[config.mk]
export PLATFORM = sky130hd
export DESIGN_NAME = mmbc_bus_control
export DESIGN_NICKNAME = d
export VERILOG_FILES = /design/src/shared/mmbc_pkg.sv /design/src/mmbc_bus_control.sv
export VERILOG_INCLUDE_DIRS = /design/src /design/src/shared
export SDC_FILE = /design/constraint.sdc
export NUM_CORES = 1
export LEC_CHECK = 0
export ABC_AREA = 1
export BUFFER_PORTS_ARGS = -buffer_cell sky130_fd_sc_hd__buf_2
export CAP_MARGIN = 10
export CORE_UTILIZATION = 46
export CTS_BUF_LIST = sky130_fd_sc_hd__clkbuf_16
export DETAILED_ROUTE_END_ITERATION = 7
export HOLD_SLACK_MARGIN = 0.03
export PLACE_DENSITY_LB_ADDON = 0.12
export SLEW_MARGIN = 10
export SYNTH_ARGS = -nofsm -noshare
export SYNTH_HDL_FRONTEND = slang
export SYNTH_SLANG_ARGS = --single-unit
[constraint.sdc]
create_clock -name ref_clk_i -period 1.4 [get_ports ref_clk_i]
set_clock_uncertainty 0.2 [all_clocks]
set_input_delay 0.14 -clock ref_clk_i [delete_from_list [all_inputs] [get_ports ref_clk_i]]
set_output_delay 0.14 -clock ref_clk_i [all_outputs]
set_load 0.05 [all_outputs]
[src/shared/mmbc_regs.svh]
`ifndef MMBC_REGS_SVH
`define MMBC_REGS_SVH

// ----------------------------------------------------------------------
// Pin levels and timing of the minimum-mode bus control block
// ----------------------------------------------------------------------

// Memory/IO select levels
`define MMBC_MIO_MEM 1'b1
`define MMBC_MIO_IO 1'b0

// Transceiver direction levels
`define MMBC_DIR_TX 1'b1
`define MMBC_DIR_RX 1'b0

// Level that a floated control line settles to (weak pull-up)
`define MMBC_FLOAT_LVL 1'b1

// Inactive level of every active-low strobe
`define MMBC_STROBE_IDLE 1'b1

// Reference clock cycles per bus state, and the phase that ends one
`define MMBC_PHASES_PER_STATE 2
`define MMBC_PH_HIGH 1'b0
`define MMBC_PH_LOW 1'b1

// Reset values of the output drivers
`define MMBC_RST_DRIVE 1'b1
`define MMBC_RST_ALE 1'b0
`define MMBC_RST_GRANT 1'b0

`endif

[src/shared/mmbc_pkg.sv]
// ----------------------------------------------------------------------
// Types of the minimum-mode bus control block
// ----------------------------------------------------------------------
package mmbc_pkg;

	// Bus states, Gray coded along idle, T1, T2, T3, wait, T4
	typedef enum logic [2:0]
	{
		MMBC_S_IDLE = 3'h0,
		MMBC_S_T1 = 3'h1,
		MMBC_S_T2 = 3'h3,
		MMBC_S_T3 = 3'h2,
		MMBC_S_TW = 3'h6,
		MMBC_S_T4 = 3'h7,
		MMBC_S_HOLD = 3'h5
	} mmbc_state_t;

endpackage

[src/mmbc_bus_control.sv]
`timescale 1ns/1ns
`include "mmbc_regs.svh"

// What this block does
// - Memory/IO select high for memory, low for IO accesses.
// - Select valid from the state before a cycle until its last state.
// - Select floats, weak one, while the bus is granted away.
// - Store strobe low in second, third and wait states of writes.
// - Store strobe floats at logic one while the bus is granted away.
// - Acknowledge strobe low in second, third and wait states of its cycle.
// - Acknowledge strobe always driven, even while the bus is granted.
// - Address latch pulse high in the low clock phase of state one.
// - Address latch pulse always driven, including during a grant.
// - Direction high to transmit, low to receive, select timing.
// - Direction floats at logic one while the bus is granted away.
// - Transceiver enable low for memory, IO and acknowledge cycles.
// - Reads and acknowledges: enable from mid second to mid fourth state.
// - Writes: enable from start of second to mid fourth state.
// - Transceiver enable floats at logic one while granted away.
// - Grant rises mid final state or mid idle state.
// - Bus control lines float together with the grant rising.
// - Grant drops when request is low; drive again for next cycle.
module mmbc_bus_control
	import mmbc_pkg::*;
(
	input wire logic ref_clk_i,
	input wire logic reset_n_i,
	input wire logic mode_strap_i,
	input wire logic bus_req_i,
	input wire logic ready_i,
	input wire logic cyc_req_i,
	input wire logic cyc_mem_i,
	input wire logic cyc_write_i,
	input wire logic cyc_irq_ack_strobe_n_i,
	output logic cyc_ack_o,
	output logic cyc_done_o,
	output logic mem_io_sel_o,
	output logic mem_io_sel_oe_o,
	output logic store_strobe_n_o,
	output logic store_strobe_n_oe_o,
	output logic irq_ack_strobe_n_o,
	output logic addr_latch_o,
	output logic xcvr_direction_o,
	output logic xcvr_direction_oe_o,
	output logic xcvr_output_enable_n_o,
	output logic xcvr_output_enable_n_oe_o,
	output logic bus_grant_out_o
);

	// ------------------------------------------------------------------
	// Pin synchronisers
	// ------------------------------------------------------------------

	logic [2:0] pin_meta_r;
	logic [2:0] pin_sync_r;
	logic strap_s;
	logic hold_s;
	logic ready_s;

	// Two flops per pin; the first stage feeds nothing but the second
	always_ff @(posedge ref_clk_i)
	begin
		if (!reset_n_i)
		begin
			pin_meta_r <= 3'h0;
			pin_sync_r <= 3'h0;
		end
		else
		begin
			pin_meta_r <= {ready_i, bus_req_i, mode_strap_i};
			pin_sync_r <= pin_meta_r;
		end
	end

	assign strap_s = pin_sync_r[0];
	assign hold_s = pin_sync_r[1];
	assign ready_s = pin_sync_r[2];

	// ------------------------------------------------------------------
	// Bus state sequencer
	// ------------------------------------------------------------------

	// Each bus state not cut short by a grant is two reference cycles: clock high, then clock low
	mmbc_state_t st_r;
	mmbc_state_t st_nxt;
	logic ph_r;
	logic ph_nxt;
	logic start_r;
	logic start_nxt;
	logic wr_r;
	logic wr_nxt;
	logic irq_ack_strobe_n_r;
	logic irq_ack_strobe_n_nxt;
	logic mio_r;
	logic mio_nxt;
	logic drv_r;
	logic drv_nxt;
	logic dec_pt;
	logic take_hold;
	logic take_cyc;
	logic state_end;
	logic gap_state;

	// Decisions are made in the first half of an idle or final state
	assign gap_state = (st_r == MMBC_S_IDLE) || (st_r == MMBC_S_T4);
	assign dec_pt = gap_state && (ph_r == `MMBC_PH_HIGH) && !start_r;
	assign state_end = (ph_r == `MMBC_PH_LOW);

	// Hold wins over a new cycle so a waiting master is not starved
	assign take_hold = dec_pt && hold_s && strap_s;
	assign take_cyc = dec_pt && !hold_s && strap_s && cyc_req_i;

	// Grant cuts the state in half; otherwise states end on the low phase
	assign ph_nxt = take_hold ? `MMBC_PH_LOW : ~ph_r;
	assign start_nxt = take_cyc || (start_r && (st_nxt != MMBC_S_T1));

	// Cycle attributes are captured once, at the decision point
	assign wr_nxt = take_cyc ? (cyc_write_i && !cyc_irq_ack_strobe_n_i) : wr_r;
	assign irq_ack_strobe_n_nxt = take_cyc ? cyc_irq_ack_strobe_n_i : irq_ack_strobe_n_r;
	assign mio_nxt = take_cyc ? ((cyc_mem_i && !cyc_irq_ack_strobe_n_i) ?
		`MMBC_MIO_MEM : `MMBC_MIO_IO) : mio_r;

	// Drivers come back only for a new cycle after a grant
	assign drv_nxt = take_hold ? 1'b0 : (take_cyc ? 1'b1 : drv_r);

	// Next state; waits are added after the third state until ready
	always_comb
	begin
		st_nxt = st_r;
		if (take_hold)
			st_nxt = MMBC_S_HOLD;
		else if (state_end)
		begin
			unique case (st_r)
				MMBC_S_IDLE: st_nxt = start_r ? MMBC_S_T1 : MMBC_S_IDLE;
				MMBC_S_T1: st_nxt = MMBC_S_T2;
				MMBC_S_T2: st_nxt = MMBC_S_T3;
				MMBC_S_T3: st_nxt = ready_s ? MMBC_S_T4 : MMBC_S_TW;
				MMBC_S_TW: st_nxt = ready_s ? MMBC_S_T4 : MMBC_S_TW;
				MMBC_S_T4: st_nxt = start_r ? MMBC_S_T1 : MMBC_S_IDLE;
				MMBC_S_HOLD: st_nxt = hold_s ? MMBC_S_HOLD : MMBC_S_IDLE;
				default: st_nxt = MMBC_S_IDLE;
			endcase
		end
	end

	// Sequencer registers
	always_ff @(posedge ref_clk_i)
	begin
		if (!reset_n_i)
		begin
			st_r <= MMBC_S_IDLE;
			ph_r <= `MMBC_PH_HIGH;
			start_r <= 1'b0;
			wr_r <= 1'b0;
			irq_ack_strobe_n_r <= 1'b0;
			mio_r <= `MMBC_FLOAT_LVL;
			drv_r <= `MMBC_RST_DRIVE;
		end
		else
		begin
			st_r <= st_nxt;
			ph_r <= ph_nxt;
			start_r <= start_nxt;
			wr_r <= wr_nxt;
			irq_ack_strobe_n_r <= irq_ack_strobe_n_nxt;
			mio_r <= mio_nxt;
			drv_r <= drv_nxt;
		end
	end

	// ------------------------------------------------------------------
	// Pin decode from the next state
	// ------------------------------------------------------------------

	// Outputs are decoded from the next state so that each pin is a flop
	logic in_strobe;
	logic ale_nxt;
	logic wr_n_nxt;
	logic irq_ack_strobe_n_n_nxt;
	logic den_on;
	logic dir_nxt;
	logic done_nxt;

	assign in_strobe = (st_nxt == MMBC_S_T2) || (st_nxt == MMBC_S_T3) ||
		(st_nxt == MMBC_S_TW);
	assign ale_nxt = (st_nxt == MMBC_S_T1) && (ph_nxt == `MMBC_PH_LOW);
	assign wr_n_nxt = !(wr_r && in_strobe);
	assign irq_ack_strobe_n_n_nxt = !(irq_ack_strobe_n_r && in_strobe);

	// Writes enable at once; reads wait half a state for the bus to turn
	assign den_on = (wr_r ? in_strobe :
		(in_strobe && !((st_nxt == MMBC_S_T2) && (ph_nxt == `MMBC_PH_HIGH))))
		|| ((st_nxt == MMBC_S_T4) && (ph_nxt == `MMBC_PH_HIGH));

	assign dir_nxt = wr_nxt ? `MMBC_DIR_TX : `MMBC_DIR_RX;
	assign done_nxt = (st_nxt == MMBC_S_T4) && (st_r != MMBC_S_T4);

	// ------------------------------------------------------------------
	// Output flops
	// ------------------------------------------------------------------

	// Floated lines hold the pull-up level so the wire reads one
	always_ff @(posedge ref_clk_i)
	begin
		if (!reset_n_i)
		begin
			cyc_ack_o <= 1'b0;
			cyc_done_o <= 1'b0;
			mem_io_sel_o <= `MMBC_FLOAT_LVL;
			mem_io_sel_oe_o <= `MMBC_RST_DRIVE;
			store_strobe_n_o <= `MMBC_STROBE_IDLE;
			store_strobe_n_oe_o <= `MMBC_RST_DRIVE;
			irq_ack_strobe_n_o <= `MMBC_STROBE_IDLE;
			addr_latch_o <= `MMBC_RST_ALE;
			xcvr_direction_o <= `MMBC_FLOAT_LVL;
			xcvr_direction_oe_o <= `MMBC_RST_DRIVE;
			xcvr_output_enable_n_o <= `MMBC_STROBE_IDLE;
			xcvr_output_enable_n_oe_o <= `MMBC_RST_DRIVE;
			bus_grant_out_o <= `MMBC_RST_GRANT;
		end
		else
		begin
			cyc_ack_o <= take_cyc;
			cyc_done_o <= done_nxt;
			mem_io_sel_o <= drv_nxt ? mio_nxt : `MMBC_FLOAT_LVL;
			mem_io_sel_oe_o <= drv_nxt;
			store_strobe_n_o <= drv_nxt ? wr_n_nxt : `MMBC_FLOAT_LVL;
			store_strobe_n_oe_o <= drv_nxt;
			irq_ack_strobe_n_o <= irq_ack_strobe_n_n_nxt;
			addr_latch_o <= ale_nxt;
			xcvr_direction_o <= drv_nxt ? dir_nxt : `MMBC_FLOAT_LVL;
			xcvr_direction_oe_o <= drv_nxt;
			xcvr_output_enable_n_o <= drv_nxt ? !den_on : `MMBC_FLOAT_LVL;
			xcvr_output_enable_n_oe_o <= drv_nxt;
			bus_grant_out_o <= (st_nxt == MMBC_S_HOLD);
		end
	end
endmodule

## Word level (Yosys, flattened, before mapping)

Cells that the tools add are included.

- Register bits after elaboration: 24
- Output and inout bits: 13

- Eq/ne operators: 14
- Mux-type cells: 14
- Bitwise gates (word level): 2
- Reductions and logical operators: 33

Operators by type and width:

| kind | count |
|---|---|
| $eq 3x3->1 const B | 6 |
| $logic_and 1x1->1 | 17 |
| $pmux 3 s5 | 1 |
| $eq 3x2->1 const B | 4 |
| $mux 1 | 10 |
| $mux 3 | 3 |
| $logic_not 1->1 | 7 |
| $eq 3x1->1 const B | 2 |
| $logic_or 1x1->1 | 5 |
| $reduce_or 2->1 | 2 |
| $logic_not 3->1 | 1 |
| $ne 3x1->1 const B | 1 |
| $ne 3x3->1 const B | 1 |
| $not 1->1 | 2 |
| $reduce_and 2->1 | 1 |

## Depth between registers and ports, before layout

Gate-level depths: netlist of run 1.

- Depth after elaboration: 14
- Depth in mapped cells: 10
- Depth with buffers taken out: 10

## Least setup slack after synthesis of run 1

Ideal clock, no wire load.

- Path type: register to register
- Start point: register st_r[0]
- End point: register start_r
- Setup time: 0.112 ns
- Arrival time: 1.040 ns
- Data required time: 1.088 ns
- Slack: 0.048 ns
- Stages on the path, launching flop included: 10
- Buffers on the path: 0
- Clock period less this slack: 1.352 ns
- Cells stage by stage: dfxtp_1 > nand3_2 > nand2_4 > nand3_4 > nand2_2 > inv_2 > nand2_4 > nand3_2 > nand2_1 > nand2_1

- Cells in the longest elaborated chain, start to end: 10

Ends and longest elaborated chain:

| what | RTL line | text |
|---|---|---|
| start: declaration | mmbc_bus_control.sv:84 | `mmbc_state_t st_r;` |
| start signal: assignment | mmbc_bus_control.sv:162 | `st_r <= st_nxt;` |
| parallel branches: the longest is 9 deep, another holds $pmux 3 s5 | - |  |
| $logic_or 1x1->1 (*) | mmbc_bus_control.sv:115 | `assign start_nxt = take_cyc \|\| (start_r && (st_nxt != MMBC_S_T1));` |
| end signal: assignment | mmbc_bus_control.sv:164 | `start_r <= start_nxt;` |
| end: declaration | mmbc_bus_control.sv:88 | `logic start_r;` |

Every way passes the cells marked *.
A chain may end at the register's enable or synchronous reset.

## Final worst setup path of run 1

- Start point: register st_r[1]
- End point: register xcvr_output_enable_n_o

- Cells in the longest elaborated chain, start to end: 14

Ends and longest elaborated chain:

| what | RTL line | text |
|---|---|---|
| parallel branches: the longest is 14 deep, another holds $pmux 3 s5 | - |  |
| end signal: assignment | mmbc_bus_control.sv:218 | `` xcvr_output_enable_n_o <= `MMBC_STROBE_IDLE; `` |
| end signal: assignment | mmbc_bus_control.sv:234 | `` xcvr_output_enable_n_o <= drv_nxt ? !den_on : `MMBC_FLOAT_LVL; `` |
| end: declaration | mmbc_bus_control.sv:45 | `output logic xcvr_output_enable_n_o,` |

Parallel ways; which one is timed is not known.

==> metrics.yaml, run 1 <==
worst_skew_pair.late_latency_ns: 0.26
async_reset_ff_share_pct: 0
violations: "setup timing"
ir_drop_uv: 737
grt_max_degree: 14
vias: 878
die_area_um2: 2390
drv_cap: 0
dp.final_hpwl_um: 1320
cp.required_ns: 1.35
rows: 16
fp.dieW_um: 48.9
p_total_uw: 1510
final-instance-count-excl-fill: 194
htreeDepth: 1
hp-start: "cyc_req_i"
r2r_start: "st_r[1]"
yosysTopAreaCellShare_pct: 47.6
drv_slew: 0
root_buffer: "clkbuf_16"
synth_cells: 131
start_kind: "flip-flop"
start_util_pct: 49.9
place_area_um2: 1160
rsz0062_at_grt: "true"
syn-cell-area_um2: 1010
utilization_pct: 69.5
drive_gt1_share_pct: 38.9
clk_pin_slew_ns: 0.06
grt-ovfl-total: 0
synth_nets: 140
route.antenna.remaining_nets: 0
drtIter0Drc: 13
cts_buffers: 3
num_io_pins: 22
synth.largest_area_cell: "dfxtp_1"
design_area_um2: 1410
wire_per_inst_um: 11.1
grt_pass1_wl_um: 3530
pre_cts_ws_ns: -0.138
relSlewSlack_pct: 83.2
hold_depth: 5
largest_registers: "pin_meta_r x3, pin_sync_r x3, st_r x3"
nFillCells: 166
crit_arrival_ns: 1.42
min_to: "cyc_ack_o"
ys_ff_latch: 24
diodes: 0
max_slew.worst_pin.slew_ns: 0.253
via_per_inst: 4.53
fmaxAchievable_mhz: 681
postRouteWirelength_um: 2150
first_pass_iters: 4
hold_class: "in2reg"
synthTopCellsByArea: "dfxtp_1 48%, nand2_1 15%, inv_1 8.2%"
r2r_slack_ns: -0.07
pwr_density_cell_nw_per_um2: 1070
rr_worst_depth: 8
synth_cell_type_count: 20
numPortBuffers: 21
period_share_pct: 105
cts_sinks: 24
place.gp.congestion: 0.848
setup_ws_ns: -0.0682
cts_buffer_depth: 2
path_class: "reg2reg"
grt_pass1_vias: 855
synth_commonest_cells: "40 x nand2_1, 24 x dfxtp_1, 22 x inv_1, 15 x nor2_1"
antenna_found_initial: 0
yosysWarnings: 0
cts_tree: "built"
track_usage_pct: 19.5
yosysSeqAreaShare_pct: 47.6
critPathCaptureType: "flip-flop"
core_um2: 2020
fin_nets: 177
dp.cells: 180
synth_edf_count: 0
setup_viol: 8
dieHeight_um: 48.9
synth.most_common_cell: "nand2_1"
p_leak_uw: 0.000690
cp_max_fo: 6
period_needed_ns: 1.47
status: "finished, violations left"
syn_area_per_cell_um2: 7.71
regArea_um2: 490
hold_viol: 0
r2r-end: "xcvr_output_enable_n_o"
synth_flop_cell: "dfxtp_1"
drc_errors: 0
area_delta_synth_final_pct: 39.2
multi_input_area_um2: 468
-- layout by cell type (no fill, tap or decap), drive strengths merged --
cell type	instances
a211oi	1
a21oi	1
buf	28
clkbuf	4
clkinv	1
dfxtp	24
dlygate4sd3	7
inv	25
nand2	45
nand3	7
nand3b	1
nand4	1
nor2	19
o21ai	3
-- cell type report --
| class | count | area share (%) |
|---|---|---|
| clock inverter | 1 | 0.267 |
| multi-input combinational | 78 | 33.3 |
| inverter | 25 | 6.86 |
| clock buffer | 3 | 5.34 |
| tap | 27 | 2.40 |
| sequential | 24 | 34.9 |
| timing repair buffer | 36 | 16.9 |
-- metrics by stage --
step	hold slack [ns]	TNS (ns)
floorplan	0.0376	0
global placement	0.119	-0.609
detailed placement	0.125	-0.889
CTS	0.131	-0.199
global route	0.192	-1.39
finish	0.132	-0.329
-- worst max-delay path, cell delays in order (launching register included) --
cell,delay (ns)
dfxtp_4,0.36
nor2_4,0.10
nand2_2,0.07
nand2_4,0.09
nand4_4,0.15
nand2_2,0.14
inv_4,0.06
nor2_4,0.11
nand2_1,0.06
-- report_power, final --
group	switching [µW]	internal [µW]	leakage [µW]
clock network	229	381	0.0000385
registers	16.4	701	0.000198
logic	116	63.4	0.000453
-- worst max-delay path by stage --
| stage | start | endpoint | slack, ns |
|---|---|---|---|
| 6_report | st_r[1] | xcvr_output_enable_n_o | -0.07 |
| 3_3_place_gp | st_r[0] | xcvr_direction_o | -0.12 |
| 3_5_place_dp | st_r[0] | xcvr_direction_o | -0.14 |
| 5_1_grt | st_r[1] | start_r | -0.16 |
| 2_1_floorplan | st_r[0] | start_r | 0.05 |
| 4_1_cts | st_r[1] | start_r | -0.07 |
-- per-layer routing --
| layer | global-route usage (%) | vias up | routed length (µm) |
|---|---|---|---|
| met5 | 0 | - | 0 |
| met4 | 10.3 | 0 | 51 |
| met3 | 4.05 | 7 | 59 |
| met2 | 33.8 | 16 | 1120 |
| met1 | 22.3 | 399 | 916 |
| li1 | - | 456 | - |
-- repair_timing --
action | in CTS | in global routing
endpoints found under the setup margin | 14 | 16
hold buffers | 7 | 0
gates resized for setup | 9 | 16
buffers inserted | 1 | 2
endpoints found under the hold margin | 9 | 0
pin swaps | 5 | 7
gates cloned | 0 | 0
-- kinds of logic (layout without fill, tap and decap cells) --
group	after synthesis	in the layout	share of synthesized area (%)
buffers and inverters	29	65	11.9
and+or+nand+nor	73	73	37.4
AOI/OAI and AO/OA	5	5	3.10
DFF	24	24	47.6
(Power assumes the default switching activity.)
==> run 2, diff against run 1 <==
--- a/config.mk
+++ b/config.mk
@@ -9,6 +9,7 @@
 export ABC_AREA = 1
 export BUFFER_PORTS_ARGS = -buffer_cell sky130_fd_sc_hd__buf_2
 export CAP_MARGIN = 10
+export CORE_ASPECT_RATIO = 1.4
 export CORE_UTILIZATION = 46
 export CTS_BUF_LIST = sky130_fd_sc_hd__clkbuf_16
 export DETAILED_ROUTE_END_ITERATION = 7
==> run 2 against run 1 <==
Net effect: largest power group is now clock; utilization increased by 0.85 points; combinational power about the same; clock power is 34% higher; power grew 14%; sequential power about the same; sequential share of layout area is 0.22 points lower; global-route usage decreased by 1.1 points; worst hold slack improved by 0.070 ns; via count down 2.8%; the run still ends with setup timing left; largest cell class unchanged; critical endpoint is now start_r; cell count down 3.1%; clock-buffer cell count unchanged; critical path depth is 2 higher.
==> metrics.yaml, run 2 (synthesized netlist as in run 1, its figures left out) <==
status: "finished, violations left"
violations: "setup timing"
cp.required_ns: 1.35
rr_worst_depth: 10
relSlewSlack_pct: 83.2
wire_per_inst_um: 10.4
cp_max_fo: 7
cts_tree: "built"
grt-ovfl-total: 0
start_kind: "flip-flop"
dieHeight_um: 57.4
grt_pass1_wl_um: 3280
root_buffer: "clkbuf_16"
numPortBuffers: 21
period_share_pct: 104
postRouteWirelength_um: 1950
cts_buffers: 3
first_pass_iters: 2
nFillCells: 165
setup_viol: 8
track_usage_pct: 18.4
max_stage_delay_ns: 0.36
worstSetupEndpoint: "start_r"
dp.final_hpwl_um: 1340
clk_pin_slew_ns: 0.06
drv_cap: 0
drive_gt1_share_pct: 38.3
max_slew.worst_pin.slew_ns: 0.253
drv_slew: 0
diodes: 0
start_util_pct: 50.0
drc_errors: 0
route.antenna.remaining_nets: 0
multi_input_area_um2: 447
rows: 19
largest_registers: "pin_meta_r x3, pin_sync_r x3, st_r x3"
mostFrequentLayoutCells: "37 x nand2_1, 20 x inv_1, 20 x dfxtp_1, 20 x buf_2, 13 x nor2_1"
tns_ns: -0.260
via_per_inst: 4.54
grt_pass1_vias: 790
regArea_um2: 493
place.gp.congestion: 0.734
fin_nets: 177
r2r_slack_ns: -0.06
critPathCaptureType: "flip-flop"
antenna_found_initial: 0
final_common_cell: "nand2_1"
fp.dieW_um: 41.6
hold_viol: 0
area_delta_synth_final_pct: 40.8
pwr_density_cell_nw_per_um2: 1210
p_leak_uw: 0.000719
critPathSlowestCell: "dfxtp_4"
rsz0062_at_grt: "true"
num_io_pins: 22
vias: 853
cts_buffer_depth: 2
hold_class: "in2reg"
grt_max_degree: 15
core_um2: 2020
path_class: "reg2reg"
crit_start: "st_r[1]"
r2r-end: "start_r"
worst_skew_pair.late_latency_ns: 0.26
p_total_uw: 1710
period_needed_ns: 1.46
htreeDepth: 1
die_area_um2: 2390
crit_chain: "nor2_4 -> nand2_2 -> nand2_4 -> nand3_4 -> nand2_2 -> inv_2 -> nand2_4 -> nand3_2 -> nand2_1 -> nand2_1"
r2r_start: "st_r[1]"
crit_arrival_ns: 1.41
fmaxAchievable_mhz: 687
ir_drop_uv: 1380
drtIter0Drc: 14
setup_ws_ns: -0.0551
cts_sinks: 24
-- run 2: layer usage --
metal  GRT usage, %  up-vias  wire length (µm)
li1               -      455                 -
met1           20.9      380               849
met2           30.6       13              1010
met3           4.75        5                46
met4           11.1        0                47
met5              0        -                 0
-- run 2: power by group --
part / total, µW / switching (µW) / internal, µW / leakage, µW
logic: 180 / 112 / 67.5 / 0.000469
registers: 715 / 16.0 / 699 / 0.000199
clock network: 819 / 250 / 569 / 0.0000511
total: 1710 / 378 / 1340 / 0.000719
-- run 2: worst min-delay path by stage --
| stage | start | endpoint | slack, ns | depth (start not counted) |
|---|---|---|---|---|
| 2_1_floorplan | mode_strap_i | pin_meta_r[0] | 0.04 | 2 |
| 3_3_place_gp | ready_i | pin_meta_r[2] | 0.12 | 3 |
| 3_5_place_dp | bus_req_i | pin_meta_r[1] | 0.13 | 3 |
| 4_1_cts | cyc_req_i | cyc_ack_o | 0.21 | 6 |
| 5_1_grt | cyc_req_i | irq_ack_strobe_n_r | 0.23 | 6 |
| 6_report | cyc_req_i | irq_ack_strobe_n_r | 0.20 | 6 |
-- run 2: per-stage QoR --
stage | worst slack (ns) | hold slack (ns) | util [%] | instances | cell area (µm²)
after detailed placement | -0.129 | 0.126 | 56.7 | 173 | 1140
after global routing | -0.155 | 0.231 | 70.3 | 188 | 1420
after global placement | -0.104 | 0.119 | 56.7 | 173 | 1140
final | -0.0551 | 0.201 | 70.3 | 188 | 1420
after floorplan | 0.0481 | 0.0376 | - | 131 | 1010
after CTS | -0.0328 | 0.213 | 66.1 | 185 | 1340
-- run 2: cell type report --
type / instances / share of cell area, %
flip-flops and latches: 24 / 34.7
multi-input cells: 78 / 31.4
repair buffers: 36 / 17.9
well taps: 21 / 1.85
inverters: 25 / 6.78
clock buffers: 3 / 5.28
clock inverters: 1 / 2.11
-- run 2: worst max-delay path, delay by kind of cell (launching register included) --
kind,cells,cell delay [ns]
buf+inv,1,0.05
flops,1,0.36
simple gates,9,0.73
-- run 2: repair_timing --
item / in CTS / in global routing
pin swaps: 0 / 10
endpoints found under the hold margin: 12 / 0
endpoints found under the setup margin: 13 / 16
resized for setup: 5 / 18
buffers inserted: 1 / 3
hold buffers: 7 / 0
==> run 3, diff against run 2 <==
==> constraint.sdc (replaced) <==
create_clock -name ref_clk_i -period 1.3 [get_ports ref_clk_i]
set_clock_uncertainty 0.2 [all_clocks]
set_input_delay 0.13 -clock ref_clk_i [delete_from_list [all_inputs] [get_ports ref_clk_i]]
set_output_delay 0.13 -clock ref_clk_i [all_outputs]
set_load 0.05 [all_outputs]
==> run 3 against run 2 <==
Net effect: the flow still finishes with violations (setup timing); first-iteration DRC count down 29%; maximum frequency shrank 0.65%; combinational power barely moved; register-to-register slack lost 0.11 ns; via count is 0.70% lower; power grew 6.1%; global-route usage is 0.95 points lower; setup slack got worse by 0.11 ns; worst hold slack got worse by 0.19 ns; die area did not move; sequential power is 7.8% higher; routed wire length fell by 2.7%; critical endpoint is now xcvr_output_enable_n_o; highest routed layer unchanged.
==> metrics.yaml, run 3 (synthesized netlist as in run 1, its figures left out) <==
fp.dieW_um: 41.6
via_per_inst: 4.43
nFillCells: 183
crit_start: "st_r[1]"
num_io_pins: 22
largest_registers: "pin_meta_r x3, pin_sync_r x3, st_r x3"
drive_gt1_share_pct: 38.2
rsz0062_at_grt: "true"
place.gp.congestion: 0.729
start_util_pct: 50.0
final_common_cell: "nand2_1"
area_delta_synth_final_pct: 37.8
rows: 19
clk_pin_slew_ns: 0.06
dieHeight_um: 57.4
pwr_density_cell_nw_per_um2: 1310
utilization_pct: 68.9
core_um2: 2020
dp.final_hpwl_um: 1290
grt_pass1_vias: 822
route.antenna.remaining_nets: 0
cts_tree: "built"
drv_slew: 0
r2r_start: "st_r[1]"
max_slew.worst_pin.slew_ns: 0.328
vias: 847
grt_pass1_wl_um: 3260
p_leak_uw: 0.000708
first_pass_iters: 2
ir_drop_uv: 974
period_needed_ns: 1.46
grt-ovfl-total: 0
hp-start: "reset_n_i"
cts_buffers: 3
fin_nets: 180
antenna_found_initial: 0
drc_errors: 0
postRouteWirelength_um: 1900
mostFrequentLayoutCells: "38 x nand2_1, 21 x buf_2, 20 x inv_1, 19 x dfxtp_1, 14 x nor2_1"
status: "finished, violations left"
setup_ws_ns: -0.165
wire_per_inst_um: 9.95
cp_max_fo: 6
cts_sinks: 24
violations: "setup timing"
rr_worst_depth: 9
path_class: "reg2reg"
start_kind: "flip-flop"
track_usage_pct: 17.4
root_buffer: "clkbuf_16"
grt_max_degree: 15
setup_viol: 15
diodes: 0
p_total_uw: 1820
final-instance-count-excl-fill: 191
numPortBuffers: 21
dp.cells: 175
crit_arrival_ns: 1.42
cts_buffer_depth: 2
htreeDepth: 1
die_area_um2: 2390
hold_viol: 0
hold_depth: 4
drv_cap: 0
fmaxAchievable_mhz: 683
relSlewSlack_pct: 78.1
critPathCaptureType: "flip-flop"
drtIter0Drc: 10
period_share_pct: 113
worst_skew_pair.late_latency_ns: 0.25
hold_class: "in2reg"
cp.required_ns: 1.25
==> run 3: cell types whose count changed in the layout (fill, tap and decap cells not counted), moves of 2 or more <==
cell	change
nor2_4	-3
buf_4	+5
nor2_2	+2
dfxtp_2	+2
==> run 3: what timing repair did <==
item	4_1_cts	5_1_grt
pin swaps	4	5
hold endpoints to repair	11	0
buffers inserted	3	2
setup endpoints to repair	14	15
hold buffers	7	0
gates resized for setup	3	3
==> run 3: path summary, 6_finish.rpt <==
path              slack, ns                     end
hold reg to reg        0.21           pin_sync_r[2]
hold / removal        0.009        xcvr_direction_o
setup / recovery      -0.16  xcvr_output_enable_n_o
setup reg to reg      -0.16  xcvr_output_enable_n_o
==> run 3: power by group <==
part / leakage, µW / internal [µW] / switching, µW
Combinational: 0.000459 / 66.3 / 115
Clock: 0.0000511 / 611 / 255
Sequential: 0.000198 / 755 / 15.8
Total: 0.000708 / 1430 / 386
==> run 3: area by class of cell <==
| cell class | count | area (µm²) | share of cell area [%] |
|---|---|---|---|
| well taps | 21 | 26.3 | 1.89 |
| repair buffers | 39 | 258 | 18.5 |
| inverters | 25 | 93.8 | 6.74 |
| flip-flops and latches | 24 | 492 | 35.3 |
| clock inverters | 1 | 30.0 | 2.16 |
| multi-input cells | 78 | 417 | 29.9 |
| clock buffers | 3 | 75.1 | 5.40 |
==> run 3: worst max-delay path: stages, from the launching register on <==
cell	delay (ns)
dfxtp_4	0.36
nor2_1	0.08
nand2_1	0.08
nand2_4	0.11
nand3_4	0.11
buf_4	0.17
nand3_1	0.07
nand2_1	0.07
nand2_1	0.07
nand2_1	0.05
==> run 3: layer usage <==
| layer | global-route usage, % | share of wire (%) |
|---|---|---|
| met5 | 0 | 0 |
| met1 | 20.4 | 45 |
| met3 | 0.949 | 1.7 |
| met2 | 31.9 | 53 |
| met4 | 8.29 | 0.42 |
==> run 3: through the flow <==
stage	hold WS [ns]	setup slack (ns)	TNS, ns	instance area [µm²]
floorplan	0.0276	-0.0251	-0.0496	1020
global placement	0.110	-0.122	-0.986	1170
detailed placement	0.118	-0.127	-0.982	1170
CTS	0.0149	-0.153	-1.36	1370
global route	0.0402	-0.235	-2.86	1390
finish	0.00863	-0.165	-1.48	1390
